## src/rtl/exec_unit_defs.vh

```
// constants shared by the execution unit and its register file
`ifndef EXEC_UNIT_DEFS_VH
`define EXEC_UNIT_DEFS_VH

// operation codes on instr_op
`define OP_W 5
`define OP_IDLE 5'h00
`define OP_STORE_Z 5'h01
`define OP_STORE_ZINC 5'h02
`define OP_STORE_ZDEC 5'h03
`define OP_STORE_ZDISP 5'h04
`define OP_PM_R0 5'h05
`define OP_PM_RD 5'h06
`define OP_PM_INC 5'h07
`define OP_IO_IN 5'h08
`define OP_IO_OUT 5'h09
`define OP_PUSH 5'h0a
`define OP_POP 5'h0b
`define OP_SHL 5'h0c
`define OP_SHR 5'h0d
`define OP_SHRA 5'h0e
`define OP_RCL 5'h0f
`define OP_RCR 5'h10
`define OP_SWAP 5'h11
`define OP_IO_SET 5'h12
`define OP_IO_CLR 5'h13
`define OP_BIT_TO_T 5'h14
`define OP_T_TO_BIT 5'h15
`define OP_FLAG_SET 5'h16
`define OP_FLAG_CLR 5'h17
`define OP_BREAK 5'h18
`define OP_SLEEP 5'h19
`define OP_WDOG 5'h1a

// status flag positions
`define FLAG_C 0
`define FLAG_Z 1
`define FLAG_N 2
`define FLAG_V 3
`define FLAG_S 4
`define FLAG_H 5
`define FLAG_T 6
`define FLAG_I 7

// pointer pair and default operand
`define ZLO_INDEX 5'h1e
`define R0_INDEX 5'h00

// apb register byte offsets
`define ADDR_CTRL 8'h00
`define ADDR_FLAGS 8'h04
`define ADDR_SP 8'h08
`define ADDR_STATE 8'h0c

// reset values and nonvolatile route base
`define CTRL_RESET 1'b0
`define FLAGS_RESET 8'h00
`define SP_RESET 16'h03ff
`define SLOW_BASE 16'h1000

`endif

```

## src/rtl/cpu_store_bit_flag_ops.v

```verilog
// execution unit for stores, loads, i/o, stack, shifts, bits and flags
//
// The implementer's own choices: register access over APB and the placing of the registers.
`timescale 1ns/100ps
`default_nettype none
`include "exec_unit_defs.vh"
// How it works
// - store at pointer, then pointer plus one
// - pointer minus one, then store there
// - store at pointer plus displacement, unchanged
// - program byte into rd or r0, three cycles
// - i/o read and write, one cycle
// - push one cycle, pop two cycles
// - shifts fill zero or keep sign, set flags
// - rotate left through carry, flags with half
// - rotate right through carry, no half flag
// - force one i/o bit to one
// - force one i/o bit to zero
// - copy register bit into transfer flag
// - copy transfer flag into register bit
// - flag set or clear touches one bit
// - break, sleep, watchdog: one cycle pulses; idle gives none
// - nonvolatile store route adds at least one wait; push and pop never wait
// - stall until nonvolatile store completes
module cpu_store_bit_flag_ops #(
  parameter ADDR_W = 16,
  parameter [15:0] SLOW_BASE = `SLOW_BASE,
  parameter [15:0] SP_INIT = `SP_RESET
) (
  input wire clk,
  input wire rst_n,
  input wire psel,
  input wire penable,
  input wire pwrite,
  input wire [7:0] paddr,
  input wire [31:0] pwdata,
  output reg [31:0] prdata,
  output wire pready,
  output wire pslverr,
  input wire instr_valid,
  output wire instr_ready,
  input wire [4:0] instr_op,
  input wire [4:0] instr_rd,
  input wire [5:0] instr_imm,
  input wire [2:0] instr_bit,
  output reg mem_req,
  output reg mem_we,
  output reg [ADDR_W-1:0] mem_addr,
  output reg [7:0] mem_wdata,
  input wire [7:0] mem_rdata,
  input wire mem_slow_done,
  output reg pm_req,
  output reg [15:0] pm_addr,
  input wire [7:0] pm_rdata,
  output wire [5:0] io_rd_addr,
  input wire [7:0] io_rdata,
  output reg io_we,
  output reg [5:0] io_wr_addr,
  output reg [7:0] io_wdata,
  output reg break_pulse,
  output reg sleep_pulse,
  output reg wdog_pulse,
  output wire irq_enable
);
  // states
  localparam [2:0] S_IDLE = 3'h0;
  localparam [2:0] S_SLOW_WAIT = 3'h1;
  localparam [2:0] S_PM_WAIT = 3'h2;
  localparam [2:0] S_PM_TAKE = 3'h3;
  localparam [2:0] S_POP_TAKE = 3'h4;

  reg rst_meta_reg; // reset release, first stage
  reg rst_sync_reg; // reset release, second stage
  wire rst_n_int; // internal reset copy
  reg [2:0] state_reg; // sequencer state
  reg [2:0] state_next;
  reg run_reg; // software run enable
  reg [7:0] flags_reg; // status_flags_register
  reg [7:0] flags_next;
  reg [15:0] sp_reg; // stack pointer
  reg [15:0] sp_next;
  reg [4:0] dest_reg; // pending destination register
  reg [4:0] dest_next;
  reg pm_inc_reg; // pending pointer bump after program load
  reg pm_inc_next;
  reg mem_req_next;
  reg mem_we_next;
  reg [ADDR_W-1:0] mem_addr_next;
  reg [7:0] mem_wdata_next;
  reg pm_req_next;
  reg [15:0] pm_addr_next;
  reg io_we_next;
  reg [5:0] io_wr_addr_next;
  reg [7:0] io_wdata_next;
  reg break_next;
  reg sleep_next;
  reg wdog_next;
  reg rf_we; // register byte write
  reg [4:0] rf_waddr;
  reg [7:0] rf_wdata;
  reg z_we; // pointer pair write
  reg [15:0] z_wdata;
  wire [7:0] rf_rdata; // operand byte
  wire [15:0] z_ptr; // pointer pair value
  wire accept; // instruction taken this cycle
  wire [7:0] io_value; // i/o read with write forwarding
  reg [7:0] sh_res; // shift or rotate result
  reg sh_carry; // carry out of shift
  reg [15:0] store_addr; // computed store address
  wire apb_wr; // apb write strobe
  wire apb_hit; // mapped apb address

  // reset released through two flops
  always @(posedge clk or negedge rst_n) begin
    if (!rst_n) begin
      rst_meta_reg <= 1'b0;
      rst_sync_reg <= 1'b0;
    end else begin
      rst_meta_reg <= 1'b1;
      rst_sync_reg <= rst_meta_reg;
    end
  end
  assign rst_n_int = rst_sync_reg;

  // register file
  gp_regfile #(
    .DEPTH(32)
  ) u_regfile (
    .clk(clk),
    .rd_addr(instr_rd),
    .rd_data(rf_rdata),
    .wr_en(rf_we),
    .wr_addr(rf_waddr),
    .wr_data(rf_wdata),
    .z_wr_en(z_we),
    .z_wr_data(z_wdata),
    .z_data(z_ptr)
  );

  // handshake: only idle and enabled takes new work
  assign instr_ready = (state_reg == S_IDLE) && run_reg;
  assign accept = instr_valid && instr_ready;
  assign irq_enable = flags_reg[`FLAG_I];

  // i/o read address straight from the instruction
  assign io_rd_addr = instr_imm;
  // a write still in flight is seen by the next read
  assign io_value = (io_we && (io_wr_addr == instr_imm)) ? io_wdata : io_rdata;

  // shift and rotate datapath
  always @* begin
    sh_res = rf_rdata;
    sh_carry = flags_reg[`FLAG_C];
    case (instr_op)
      `OP_SHL: begin
        sh_res = {rf_rdata[6:0], 1'b0};
        sh_carry = rf_rdata[7];
      end
      `OP_SHR: begin
        sh_res = {1'b0, rf_rdata[7:1]};
        sh_carry = rf_rdata[0];
      end
      `OP_SHRA: begin
        sh_res = {rf_rdata[7], rf_rdata[7:1]};
        sh_carry = rf_rdata[0];
      end
      `OP_RCL: begin
        sh_res = {rf_rdata[6:0], flags_reg[`FLAG_C]};
        sh_carry = rf_rdata[7];
      end
      `OP_RCR: begin
        sh_res = {flags_reg[`FLAG_C], rf_rdata[7:1]};
        sh_carry = rf_rdata[0];
      end
      default: begin
        sh_res = rf_rdata;
      end
    endcase
  end

  // store address per pointer mode
  always @* begin
    case (instr_op)
      `OP_STORE_ZDEC: store_addr = z_ptr - 16'h0001;
      `OP_STORE_ZDISP: store_addr = z_ptr + {10'h000, instr_imm};
      default: store_addr = z_ptr;
    endcase
  end

  // main sequencer and execution decode
  always @* begin
    state_next = state_reg;
    flags_next = flags_reg;
    sp_next = sp_reg;
    dest_next = dest_reg;
    pm_inc_next = pm_inc_reg;
    mem_req_next = 1'b0;
    mem_we_next = mem_we;
    mem_addr_next = mem_addr;
    mem_wdata_next = mem_wdata;
    pm_req_next = 1'b0;
    pm_addr_next = pm_addr;
    io_we_next = 1'b0;
    io_wr_addr_next = io_wr_addr;
    io_wdata_next = io_wdata;
    break_next = 1'b0;
    sleep_next = 1'b0;
    wdog_next = 1'b0;
    rf_we = 1'b0;
    rf_waddr = instr_rd;
    rf_wdata = rf_rdata;
    z_we = 1'b0;
    z_wdata = z_ptr;
    case (state_reg)
      S_IDLE: begin
        if (accept) begin
          case (instr_op)
            `OP_STORE_Z, `OP_STORE_ZINC, `OP_STORE_ZDEC,
            `OP_STORE_ZDISP: begin
              mem_req_next = 1'b1;
              mem_we_next = 1'b1;
              mem_addr_next = store_addr[ADDR_W-1:0];
              mem_wdata_next = rf_rdata;
              if (instr_op == `OP_STORE_ZINC) begin
                z_we = 1'b1;
                z_wdata = z_ptr + 16'h0001;
              end
              if (instr_op == `OP_STORE_ZDEC) begin
                z_we = 1'b1;
                z_wdata = store_addr;
              end
              // nonvolatile route holds the core in a wait
              if (store_addr >= SLOW_BASE) begin
                state_next = S_SLOW_WAIT;
              end
            end
            `OP_PM_R0, `OP_PM_RD, `OP_PM_INC: begin
              pm_req_next = 1'b1;
              pm_addr_next = z_ptr;
              dest_next = (instr_op == `OP_PM_R0) ? `R0_INDEX : instr_rd;
              pm_inc_next = (instr_op == `OP_PM_INC);
              state_next = S_PM_WAIT;
            end
            `OP_IO_IN: begin
              rf_we = 1'b1;
              rf_wdata = io_value;
            end
            `OP_IO_OUT: begin
              io_we_next = 1'b1;
              io_wr_addr_next = instr_imm;
              io_wdata_next = rf_rdata;
            end
            `OP_PUSH: begin
              mem_req_next = 1'b1;
              mem_we_next = 1'b1;
              mem_addr_next = sp_reg[ADDR_W-1:0];
              mem_wdata_next = rf_rdata;
              sp_next = sp_reg - 16'h0001;
            end
            `OP_POP: begin
              mem_req_next = 1'b1;
              mem_we_next = 1'b0;
              sp_next = sp_reg + 16'h0001;
              mem_addr_next = sp_next[ADDR_W-1:0];
              dest_next = instr_rd;
              state_next = S_POP_TAKE;
            end
            `OP_SHL, `OP_SHR, `OP_SHRA, `OP_RCL, `OP_RCR: begin
              rf_we = 1'b1;
              rf_wdata = sh_res;
              flags_next[`FLAG_C] = sh_carry;
              flags_next[`FLAG_Z] = (sh_res == 8'h00);
              flags_next[`FLAG_N] = sh_res[7];
              flags_next[`FLAG_V] = sh_res[7] ^ sh_carry;
              // half carry only on the left-going ops
              if (instr_op == `OP_SHL || instr_op == `OP_RCL) begin
                flags_next[`FLAG_H] = rf_rdata[3];
              end
            end
            `OP_SWAP: begin
              rf_we = 1'b1;
              rf_wdata = {rf_rdata[3:0], rf_rdata[7:4]};
            end
            `OP_IO_SET: begin
              io_we_next = 1'b1;
              io_wr_addr_next = instr_imm;
              io_wdata_next = io_value | (8'h01 << instr_bit);
            end
            `OP_IO_CLR: begin
              io_we_next = 1'b1;
              io_wr_addr_next = instr_imm;
              io_wdata_next = io_value & ~(8'h01 << instr_bit);
            end
            `OP_BIT_TO_T: begin
              flags_next[`FLAG_T] = rf_rdata[instr_bit];
            end
            `OP_T_TO_BIT: begin
              rf_we = 1'b1;
              rf_wdata = rf_rdata;
              rf_wdata[instr_bit] = flags_reg[`FLAG_T];
            end
            `OP_FLAG_SET: begin
              flags_next[instr_bit] = 1'b1;
            end
            `OP_FLAG_CLR: begin
              flags_next[instr_bit] = 1'b0;
            end
            `OP_BREAK: begin
              break_next = 1'b1;
            end
            `OP_SLEEP: begin
              sleep_next = 1'b1;
            end
            `OP_WDOG: begin
              wdog_next = 1'b1;
            end
            default: begin
              state_next = S_IDLE; // idle op and unknown codes
            end
          endcase
        end
      end
      S_SLOW_WAIT: begin
        // request held until the controller reports done
        mem_req_next = 1'b1;
        if (mem_slow_done) begin
          mem_req_next = 1'b0;
          state_next = S_IDLE;
        end
      end
      S_PM_WAIT: begin
        state_next = S_PM_TAKE; // program memory latency
      end
      S_PM_TAKE: begin
        rf_we = 1'b1;
        rf_waddr = dest_reg;
        rf_wdata = pm_rdata;
        if (pm_inc_reg) begin
          z_we = 1'b1;
          z_wdata = pm_addr + 16'h0001;
        end
        state_next = S_IDLE;
      end
      S_POP_TAKE: begin
        rf_we = 1'b1;
        rf_waddr = dest_reg;
        rf_wdata = mem_rdata;
        state_next = S_IDLE;
      end
      default: begin
        state_next = S_IDLE;
      end
    endcase
  end

  // apb slave, no wait states
  assign pready = 1'b1;
  assign apb_hit = (paddr == `ADDR_CTRL) || (paddr == `ADDR_FLAGS) ||
                   (paddr == `ADDR_SP) || (paddr == `ADDR_STATE);
  assign pslverr = psel && penable && !apb_hit;
  assign apb_wr = psel && penable && pwrite;

  // read mux
  always @* begin
    case (paddr)
      `ADDR_CTRL: prdata = {31'h00000000, run_reg};
      `ADDR_FLAGS: prdata = {24'h000000, flags_reg};
      `ADDR_SP: prdata = {16'h0000, sp_reg};
      `ADDR_STATE: prdata = {z_ptr, 13'h0000, state_reg};
      default: prdata = 32'h00000000;
    endcase
  end

  // state and outputs
  always @(posedge clk or negedge rst_n_int) begin
    if (!rst_n_int) begin
      state_reg <= S_IDLE;
      run_reg <= `CTRL_RESET;
      flags_reg <= `FLAGS_RESET;
      sp_reg <= SP_INIT;
      dest_reg <= 5'h00;
      pm_inc_reg <= 1'b0;
      mem_req <= 1'b0;
      mem_we <= 1'b0;
      mem_addr <= {ADDR_W{1'b0}};
      mem_wdata <= 8'h00;
      pm_req <= 1'b0;
      pm_addr <= 16'h0000;
      io_we <= 1'b0;
      io_wr_addr <= 6'h00;
      io_wdata <= 8'h00;
      break_pulse <= 1'b0;
      sleep_pulse <= 1'b0;
      wdog_pulse <= 1'b0;
    end else begin
      state_reg <= state_next;
      dest_reg <= dest_next;
      pm_inc_reg <= pm_inc_next;
      mem_req <= mem_req_next;
      mem_we <= mem_we_next;
      mem_addr <= mem_addr_next;
      mem_wdata <= mem_wdata_next;
      pm_req <= pm_req_next;
      pm_addr <= pm_addr_next;
      io_we <= io_we_next;
      io_wr_addr <= io_wr_addr_next;
      io_wdata <= io_wdata_next;
      break_pulse <= break_next;
      sleep_pulse <= sleep_next;
      wdog_pulse <= wdog_next;
      // software writes; an op that changes flags or sp wins the same cycle
      if (apb_wr && paddr == `ADDR_CTRL) begin
        run_reg <= pwdata[0];
      end
      if (apb_wr && paddr == `ADDR_FLAGS && flags_next == flags_reg) begin
        flags_reg <= pwdata[7:0];
      end else begin
        flags_reg <= flags_next;
      end
      if (apb_wr && paddr == `ADDR_SP && sp_next == sp_reg) begin
        sp_reg <= pwdata[15:0];
      end else begin
        sp_reg <= sp_next;
      end
    end
  end
endmodule // cpu_store_bit_flag_ops
`default_nettype wire

```

## src/rtl/gp_regfile.v

```verilog
// thirty-two byte general register file with pointer pair port
`timescale 1ns/100ps
`default_nettype none
module gp_regfile #(
  parameter DEPTH = 32
) (
  input wire clk,
  input wire [4:0] rd_addr,
  output wire [7:0] rd_data,
  input wire wr_en,
  input wire [4:0] wr_addr,
  input wire [7:0] wr_data,
  input wire z_wr_en,
  input wire [15:0] z_wr_data,
  output wire [15:0] z_data
);
  reg [7:0] mem_reg [0:DEPTH-1]; // register bytes

  // read is immediate so single-cycle ops see operands at once
  assign rd_data = mem_reg[rd_addr];
  assign z_data = {mem_reg[`ZLO_INDEX + 5'h01], mem_reg[`ZLO_INDEX]};

  // byte write, pointer pair write wins on overlap
  always @(posedge clk) begin
    if (wr_en) begin
      mem_reg[wr_addr] <= wr_data;
    end
    if (z_wr_en) begin
      mem_reg[`ZLO_INDEX] <= z_wr_data[7:0];
      mem_reg[`ZLO_INDEX + 5'h01] <= z_wr_data[15:8];
    end
  end
endmodule // gp_regfile
`default_nettype wire

```

## config.mk

```make
export PLATFORM = sky130hd
export DESIGN_NAME = cpu_store_bit_flag_ops
export DESIGN_NICKNAME = d
export VERILOG_FILES = /design/src/rtl/cpu_store_bit_flag_ops.v /design/src/rtl/gp_regfile.v
export VERILOG_INCLUDE_DIRS = /design/src /design/src/rtl
export SDC_FILE = /design/constraint.sdc
export NUM_CORES = 1
export LEC_CHECK = 0
export BUFFER_PORTS_ARGS = -buffer_cell sky130_fd_sc_hd__buf_4
export CORE_ASPECT_RATIO = 1.75
export CORE_MARGIN = 2
export CORE_UTILIZATION = 30
export DETAILED_ROUTE_END_ITERATION = 16
export PLACE_DENSITY = 0.56
export SYNTH_ARGS = -nofsm -noshare
export SYNTH_HDL_FRONTEND = slang
export SYNTH_HIERARCHICAL = 1
export SYNTH_SLANG_ARGS = --single-unit
```

## constraint.sdc

```tcl
create_clock -name clk -period 5.1 [get_ports clk]
set_clock_uncertainty 0.1 [all_clocks]
set_input_delay 1.02 -clock clk [delete_from_list [all_inputs] [get_ports clk]]
set_output_delay 1.02 -clock clk [all_outputs]
set_load 0.02 [all_outputs]
```

# --- Word level (Yosys, flattened, before mapping) ---
# Memory sizes are Yosys's and may differ from the RTL's.
# Cells that the tools add are included.
totals:
  mem_count: 1
  rom_bits: 0
  latch_bits: 0
  ramBits: 256
  register_bits: 97
  in_bits: 90
  wordCells: 196
  out_inout_bits: 103
memory_table:
  columns: ["memory", "depth", "word_bits", "read_ports", "rd_ports_with_merged_regs", "wr", "line", "rtl"]
  rows:
  - ["u_regfile.mem_reg", 32, 8, 3, 0, 3, "gp_regfile.v:17", "reg [7:0] mem_reg [0:DEPTH-1];"]
op_classes:
  n_lt_le_gt_ge: 3
  n_shift: 1
  addsub: 6
  bitwise_logic: 7
  mul: 0
  n_mux: 75
  eq_ne: 40
  div: 0
  reduce_logical: 43
op_table:
  columns: ["operator", "n"]
  rows:
  - ["16-bit 2-to-1 mux", 8]
  - ["32-bit case mux with 4 select lines", 1]
  - ["16-bit case mux with 2 select lines", 3]
  - ["5-bit equality test, second input constant", 11]
  - ["16-bit by 1-bit adder with 16-bit output, second input constant", 3]
  - ["16-bit case mux with 3 select lines", 1]
  - ["8-bit case mux with 3 select lines", 2]
  - ["5-bit by 4-bit equality test with 1-bit output, second input constant", 8]
  - ["8-bit 2-to-1 mux", 5]
  - ["8-bit case mux with 5 select lines", 1]
  - ["1-bit 2-to-1 mux", 32]
  - ["8-bit case mux with 4 select lines", 1]
  - ["16-bit by 1-bit subtractor with 16-bit output, second input constant", 2]
  - ["3-bit AND reduction", 7]
  - ["5-bit by 3-bit equality test with 1-bit output, second input constant", 4]
  - ["18-bit OR reduction", 1]
  - ["16-bit by 6-bit adder with 16-bit output", 1]
  - ["8-bit AND", 2]
  - ["16-bit equality test", 1]
  - ["8-bit by 4-bit equality test with 1-bit output, second input constant", 2]
  - ["16-bit by 13-bit greater-or-equal comparator with 1-bit output, second input constant", 1]
  - ["8-bit logical NOT", 2]
  - ["8-bit inverter", 2]
  - ["8-bit bitwise OR", 2]
  - ["other kinds (38)", 72]

# --- Logic depth before layout (Yosys ltp) ---
logic_depth:
  depth_word: 12
  depth_mapped: 18
  depth_no_buf: 15

# --- Cells and area by module ---
# Netlist, hierarchy kept.
by_module_without_submodules:
  columns: ["module", "area_per_inst_um2", "seq_area_each_um2", "cells_per_inst", "n_inst"]
  rows:
  - ["gp_regfile", 10083.4, 7687.4, 451, 1]
  - ["cpu_store_bit_flag_ops", 9135.0, 2439.8, 1176, 1]

# --- Worst setup path before layout ---
# Ideal clock, no wire load.
synth_timing:
  path_type: "input-to-reg"
  from: "input instr_rd[2]"
  to: "register flags_reg[2]"
  required_time_ps: 4875
  path_buffers: 3
  arrival_ps: 4922
  stages: 14
  setup_time_ps: 125
  setup_slack_ps: -47
  path_cell_list: "clkbuf_1 buf_1 mux4_2 mux4_2 mux2_2 and3b_1 a32o_2 a211oi_2 o22ai_1 or4b_1 o31a_1 a211o_1 buf_6 mux2_4"
synth_via:
  elab_chain_cells: 9
  elab_cells_between_ends: 16
  cone_classes: "eq/ne (1); mux (11); bitwise (1); reduce/logical (2); memory (1)"
synth_lines:
  columns: ["element", "line", "rtl"]
  rows:
  - ["start, declared", "cpu_store_bit_flag_ops.v:43", "input wire [4:0] instr_rd,"]
  - ["memory 32 x 8 bit (*)", null, null]
  - ["net rf_rdata[7]", "cpu_store_bit_flag_ops.v:103", "wire [7:0] rf_rdata;"]
  - ["8-bit case mux with 5 select lines (tied with other cells)", "cpu_store_bit_flag_ops.v:154", "case (instr_op)"]
  - ["8-bit logical NOT (tied with other cells)", "cpu_store_bit_flag_ops.v:272", "flags_next[`FLAG_Z] = (sh_res == 8'h00);"]
  - ["4-bit case mux with 3 select lines / 1-bit case mux with 3 select lines (equally long branches)", "cpu_store_bit_flag_ops.v:217", "case (instr_op)"]
  - ["8-bit 2-to-1 mux (*)", "cpu_store_bit_flag_ops.v:216", "if (accept) begin"]
  - ["8-bit 2-to-1 mux (*)", "cpu_store_bit_flag_ops.v:214", "case (state_reg)"]
  - ["8-bit equality test", "cpu_store_bit_flag_ops.v:415", "if (apb_wr && paddr == `ADDR_FLAGS && flags_next == flags_reg) begin"]
  - ["1-bit logical AND", "cpu_store_bit_flag_ops.v:415", null]
  - ["8-bit 2-to-1 mux (*)", "cpu_store_bit_flag_ops.v:415", null]
  - ["end signal, assigned", "cpu_store_bit_flag_ops.v:379", "flags_reg <= `FLAGS_RESET;"]
  - ["end signal, assigned", "cpu_store_bit_flag_ops.v:416", "flags_reg <= pwdata[7:0];"]
  - ["end signal, assigned", "cpu_store_bit_flag_ops.v:418", "flags_reg <= flags_next;"]
  - ["end, declared", "cpu_store_bit_flag_ops.v:78", "reg [7:0] flags_reg;"]
# The timed path passes the listed nets; every way through them passes the cells marked *. The select of a mux whose other input is x is not followed.
# A chain may end at the register's enable or synchronous reset.

# --- Worst setup path after layout ---
layout_timing:
  from: "input instr_rd[1]"
  to: "register flags_reg[7]"
layout_via:
  elab_chain_cells: 9
  elab_cells_between_ends: 16
  cone_classes: "eq/ne (1); mux (11); bitwise (1); reduce/logical (2); memory (1)"
layout_lines:
  columns: ["element", "line"]
  rows:
  - ["memory 32 x 8 bit (*)", null]
  - ["net rf_rdata[4]", "cpu_store_bit_flag_ops.v:103"]
  - ["8-bit case mux with 5 select lines / 1-bit binary-select mux with 3-bit select (equally long branches)", "cpu_store_bit_flag_ops.v:154, cpu_store_bit_flag_ops.v:295"]
  - ["8-bit logical NOT / 1-bit 2-to-1 mux (equally long branches)", "cpu_store_bit_flag_ops.v:272, cpu_store_bit_flag_ops.v:295"]
  - ["4-bit case mux with 3 select lines / 1-bit case mux with 3 select lines (equally long branches)", "cpu_store_bit_flag_ops.v:217"]
  - ["8-bit 2-to-1 mux (*)", "cpu_store_bit_flag_ops.v:216"]
  - ["8-bit 2-to-1 mux (*)", "cpu_store_bit_flag_ops.v:214"]
  - ["8-bit equality test (*)", "cpu_store_bit_flag_ops.v:415"]
  - ["1-bit logical AND (*)", "cpu_store_bit_flag_ops.v:415"]
  - ["8-bit 2-to-1 mux (*)", "cpu_store_bit_flag_ops.v:415"]
# Marks and branches as above.

==> results_dict.tcl <==
set metrics [dict create \
    status "finished clean" \
    clk_pin_slew_worst_paths_ns 0.06 \
    drt-initial-drc-count 1233 \
    grt_usage_pct 19.7 \
    dr.pass1.iters 5 \
    nNetsFinal 1956 \
    grt_pass1_vias 15175 \
    cts_resized 0 \
    drt_wl_total_um 66100 \
    die_y_um 339 \
    synth_area_leader_cell "edfxtp_1" \
    rsz0062_at_grt "no" \
    ctsHoldBuffers 0 \
    finalWorstSetupSlack_ns 0.295 \
    post_cts_buffers 0 \
    hold_viol 0 \
    syn_area_sq_um 19200 \
    place_area_sq_um 22100 \
    maxSlewHeadroom_pct 38.8 \
    leakage_nw 8.61 \
    r2r.worst_path.cells 11 \
    area_growth_syn_to_layout_pct 20.9 \
    tns_ns 0 \
    rows 122 \
    drive_above_1_share_pct 28.8 \
    tightest_slew_ns 0.914 \
    stdcell_count 2679 \
    htree_num_levels 2 \
    largest_reg_flops 256 \
    timing.rr.start "u_regfile/mem_reg[31][7]" \
    clock_sinks 353 \
    start_util_pct 30.3 \
    tritoncts "done" \
    drv_cap 0 \
    p_int_mw 5.01 \
    grt_pass1_wl_um 97700 \
    overflow 0 \
    max_freq_ghz 0.208 \
    synth-main-ff-cell "edfxtp_1" \
    cellPowerDensity_nw_per_um2 286 \
    setup_viol_count_final 0 \
    pin_count 193 \
    detail_route.vias_per_cell 5.57 \
    postRouteAntennaNets 0 \
    cts_inserted_buffers 35 \
    p_sw_share_pct 24.6 \
    critPathKind "primary input to register" \
    antenna_found_initial 1 \
    mostFrequentLayoutCell "buf_4" \
    min_period_ns 4.80 \
    fill_cells 6189 \
    yosys.area.top_type_share_pct 40.0 \
    yosys_warnings 6 \
    dp_cells 2615 \
    power_frac_seq_pct 48.2 \
    hold_path.class "primary input to asynchronous set/reset pin" \
    p_switching_mw 1.63 \
    port_buffers 175 \
    dieArea_sq_um 66200 \
    dp_hpwl_um 49800 \
    r2r-end "flags_reg[7]" \
    reg2reg_slack_ns 0.52 \
    vias 14922 \
    final_cell_mix "295 x buf_4, 256 x edfxtp_1, 171 x nand2_1" \
    synth_async_sr_flop_share_pct 27.5 \
    end_kind "register" \
    cts_buffer_depth 3 \
    cp_data_arrival_time_ns 5.13 \
    vdd_ir_drop_max_v 0.000199 \
    synth.area.top_cells "edfxtp_1 40%, dfrtp_1 11%, mux4_2 9.5%" \
    slew_violations 0 \
    synth-seq-area-share_pct 52.7 \
    fin_area_sq_um 23200 \
    cp_max_fo 15 \
    synth-seq-cells 353 \
    clock_latency_ns 0.55 \
    finalCritPeriodShare_pct 94.2 \
    start_kind "primary input" \
    drc 0 \
    cp.required_ns 5.43 \
    comb_power_share_pct 11.0 \
    ys_types 91 \
    power.clock.fraction_pct 40.8 \
    globalplace.congestion 0.929 \
    post-place-ws_ns -0.259 \
    synth_edf_count 256 \
    wire_per_inst_um 24.7 \
    avgSynthCellArea_sq_um 11.8 \
    die_x_um 195 \
    root_buffer "clkbuf_16" \
    final_util_pct 36.7 \
    grt_max_degree 57 \
    core_sq_um 63300 \
    syn_inst 1627 \
]
==> power groups by stage <==
stage,Sequential [mW],Clock (mW),Combinational [mW]
after detailed placement,3.26,0,0.734
after CTS,3.20,2.77,0.736
after global routing,3.20,2.85,0.780
after global placement,3.26,0,0.723
after floorplan,3.26,0,0.372
final,3.20,2.71,0.733
==> how the worst max path moves through the flow <==
stage,startpoint,endpoint,slack (ns)
detailed placement,instr_rd[1],flags_reg[2],-0.26
global placement,instr_rd[1],flags_reg[3],-0.27
finish,instr_rd[1],flags_reg[7],0.30
CTS,instr_rd[1],flags_reg[2],0.30
floorplan,instr_rd[1],flags_reg[2],0.09
global route,instr_rd[1],flags_reg[2],0.16
==> cell families (layout without fill, tap and decap cells) <==
group	after synthesis	in the layout	share of synthesized area (%)
xor gates and xnor gates	54	54	2.46
buffers and inverters	142	386	3.48
DFF	353	353	52.7
AOI/OAI and AO/OA	374	374	12.6
and+or+nand+nor	528	528	13.6
adders and majority gates	20	20	1.34
muxes	155	155	13.8
other	1	3	0.0195
==> critical path, cell delays in order <==
cell and delay [ns]:
buf_4 0.21, buf_4 0.33, mux4_2 0.59, mux4_2 0.56
mux2_2 0.32, nor3b_1 0.19, a211oi_1 0.08, o221ai_1 0.31
a2111oi_0 0.18, a311oi_1 0.32, a21bo_2 0.27, a211o_1 0.39
mux2_4 0.35
==> layout make-up <==
| cell class | instances | area, sq um | area share, % |
|---|---|---|---|
| flip-flops and latches | 353 | 10100 | 43.6 |
| inverters | 20 | 75.1 | 0.323 |
| well taps | 806 | 1010 | 4.34 |
| clock inverters | 24 | 258 | 1.11 |
| multi-input cells | 1133 | 8470 | 36.5 |
| repair buffers | 303 | 2370 | 10.2 |
| clock buffers | 39 | 912 | 3.93 |
| diodes | 1 | 2.50 | 0.0108 |
==> synthesized netlist by cell type, drive strengths merged (17+ instances only) <==
cell and n:
nand2 172, xor2 23, o21ai 107, buf 40
nand2b 17, dfrtp 87, ha 19, and2 31
clkbuf 81, edfxtp 256, xnor2 31, nand3 36
a22oi 24, mux4 81, nor2 134, mux2 52
inv 20, a21oi 89, mux2i 22
==> through the flow <==
stage | hold slack [ns] | total power [mW]
after floorplan | 0.231 | 3.63
after global placement | 0.240 | 3.98
after detailed placement | 0.241 | 3.99
after CTS | 0.130 | 6.70
after global routing | 0.141 | 6.83
final | 0.149 | 6.64
==> metal layers <==
metal  GRT usage [%]  vias to the layer above  part of all wire (%)  wire length [um]
met5               0                        -                     0                 0
met4            11.1                        0                   6.2              4090
met3            2.59                      176                   5.2              3450
met2            37.3                      609                    54             35700
met1            20.7                     7482                    35             22900
li1                -                     6655                     -                 -
No activity file was read; power rests on OpenSTA's default activity.
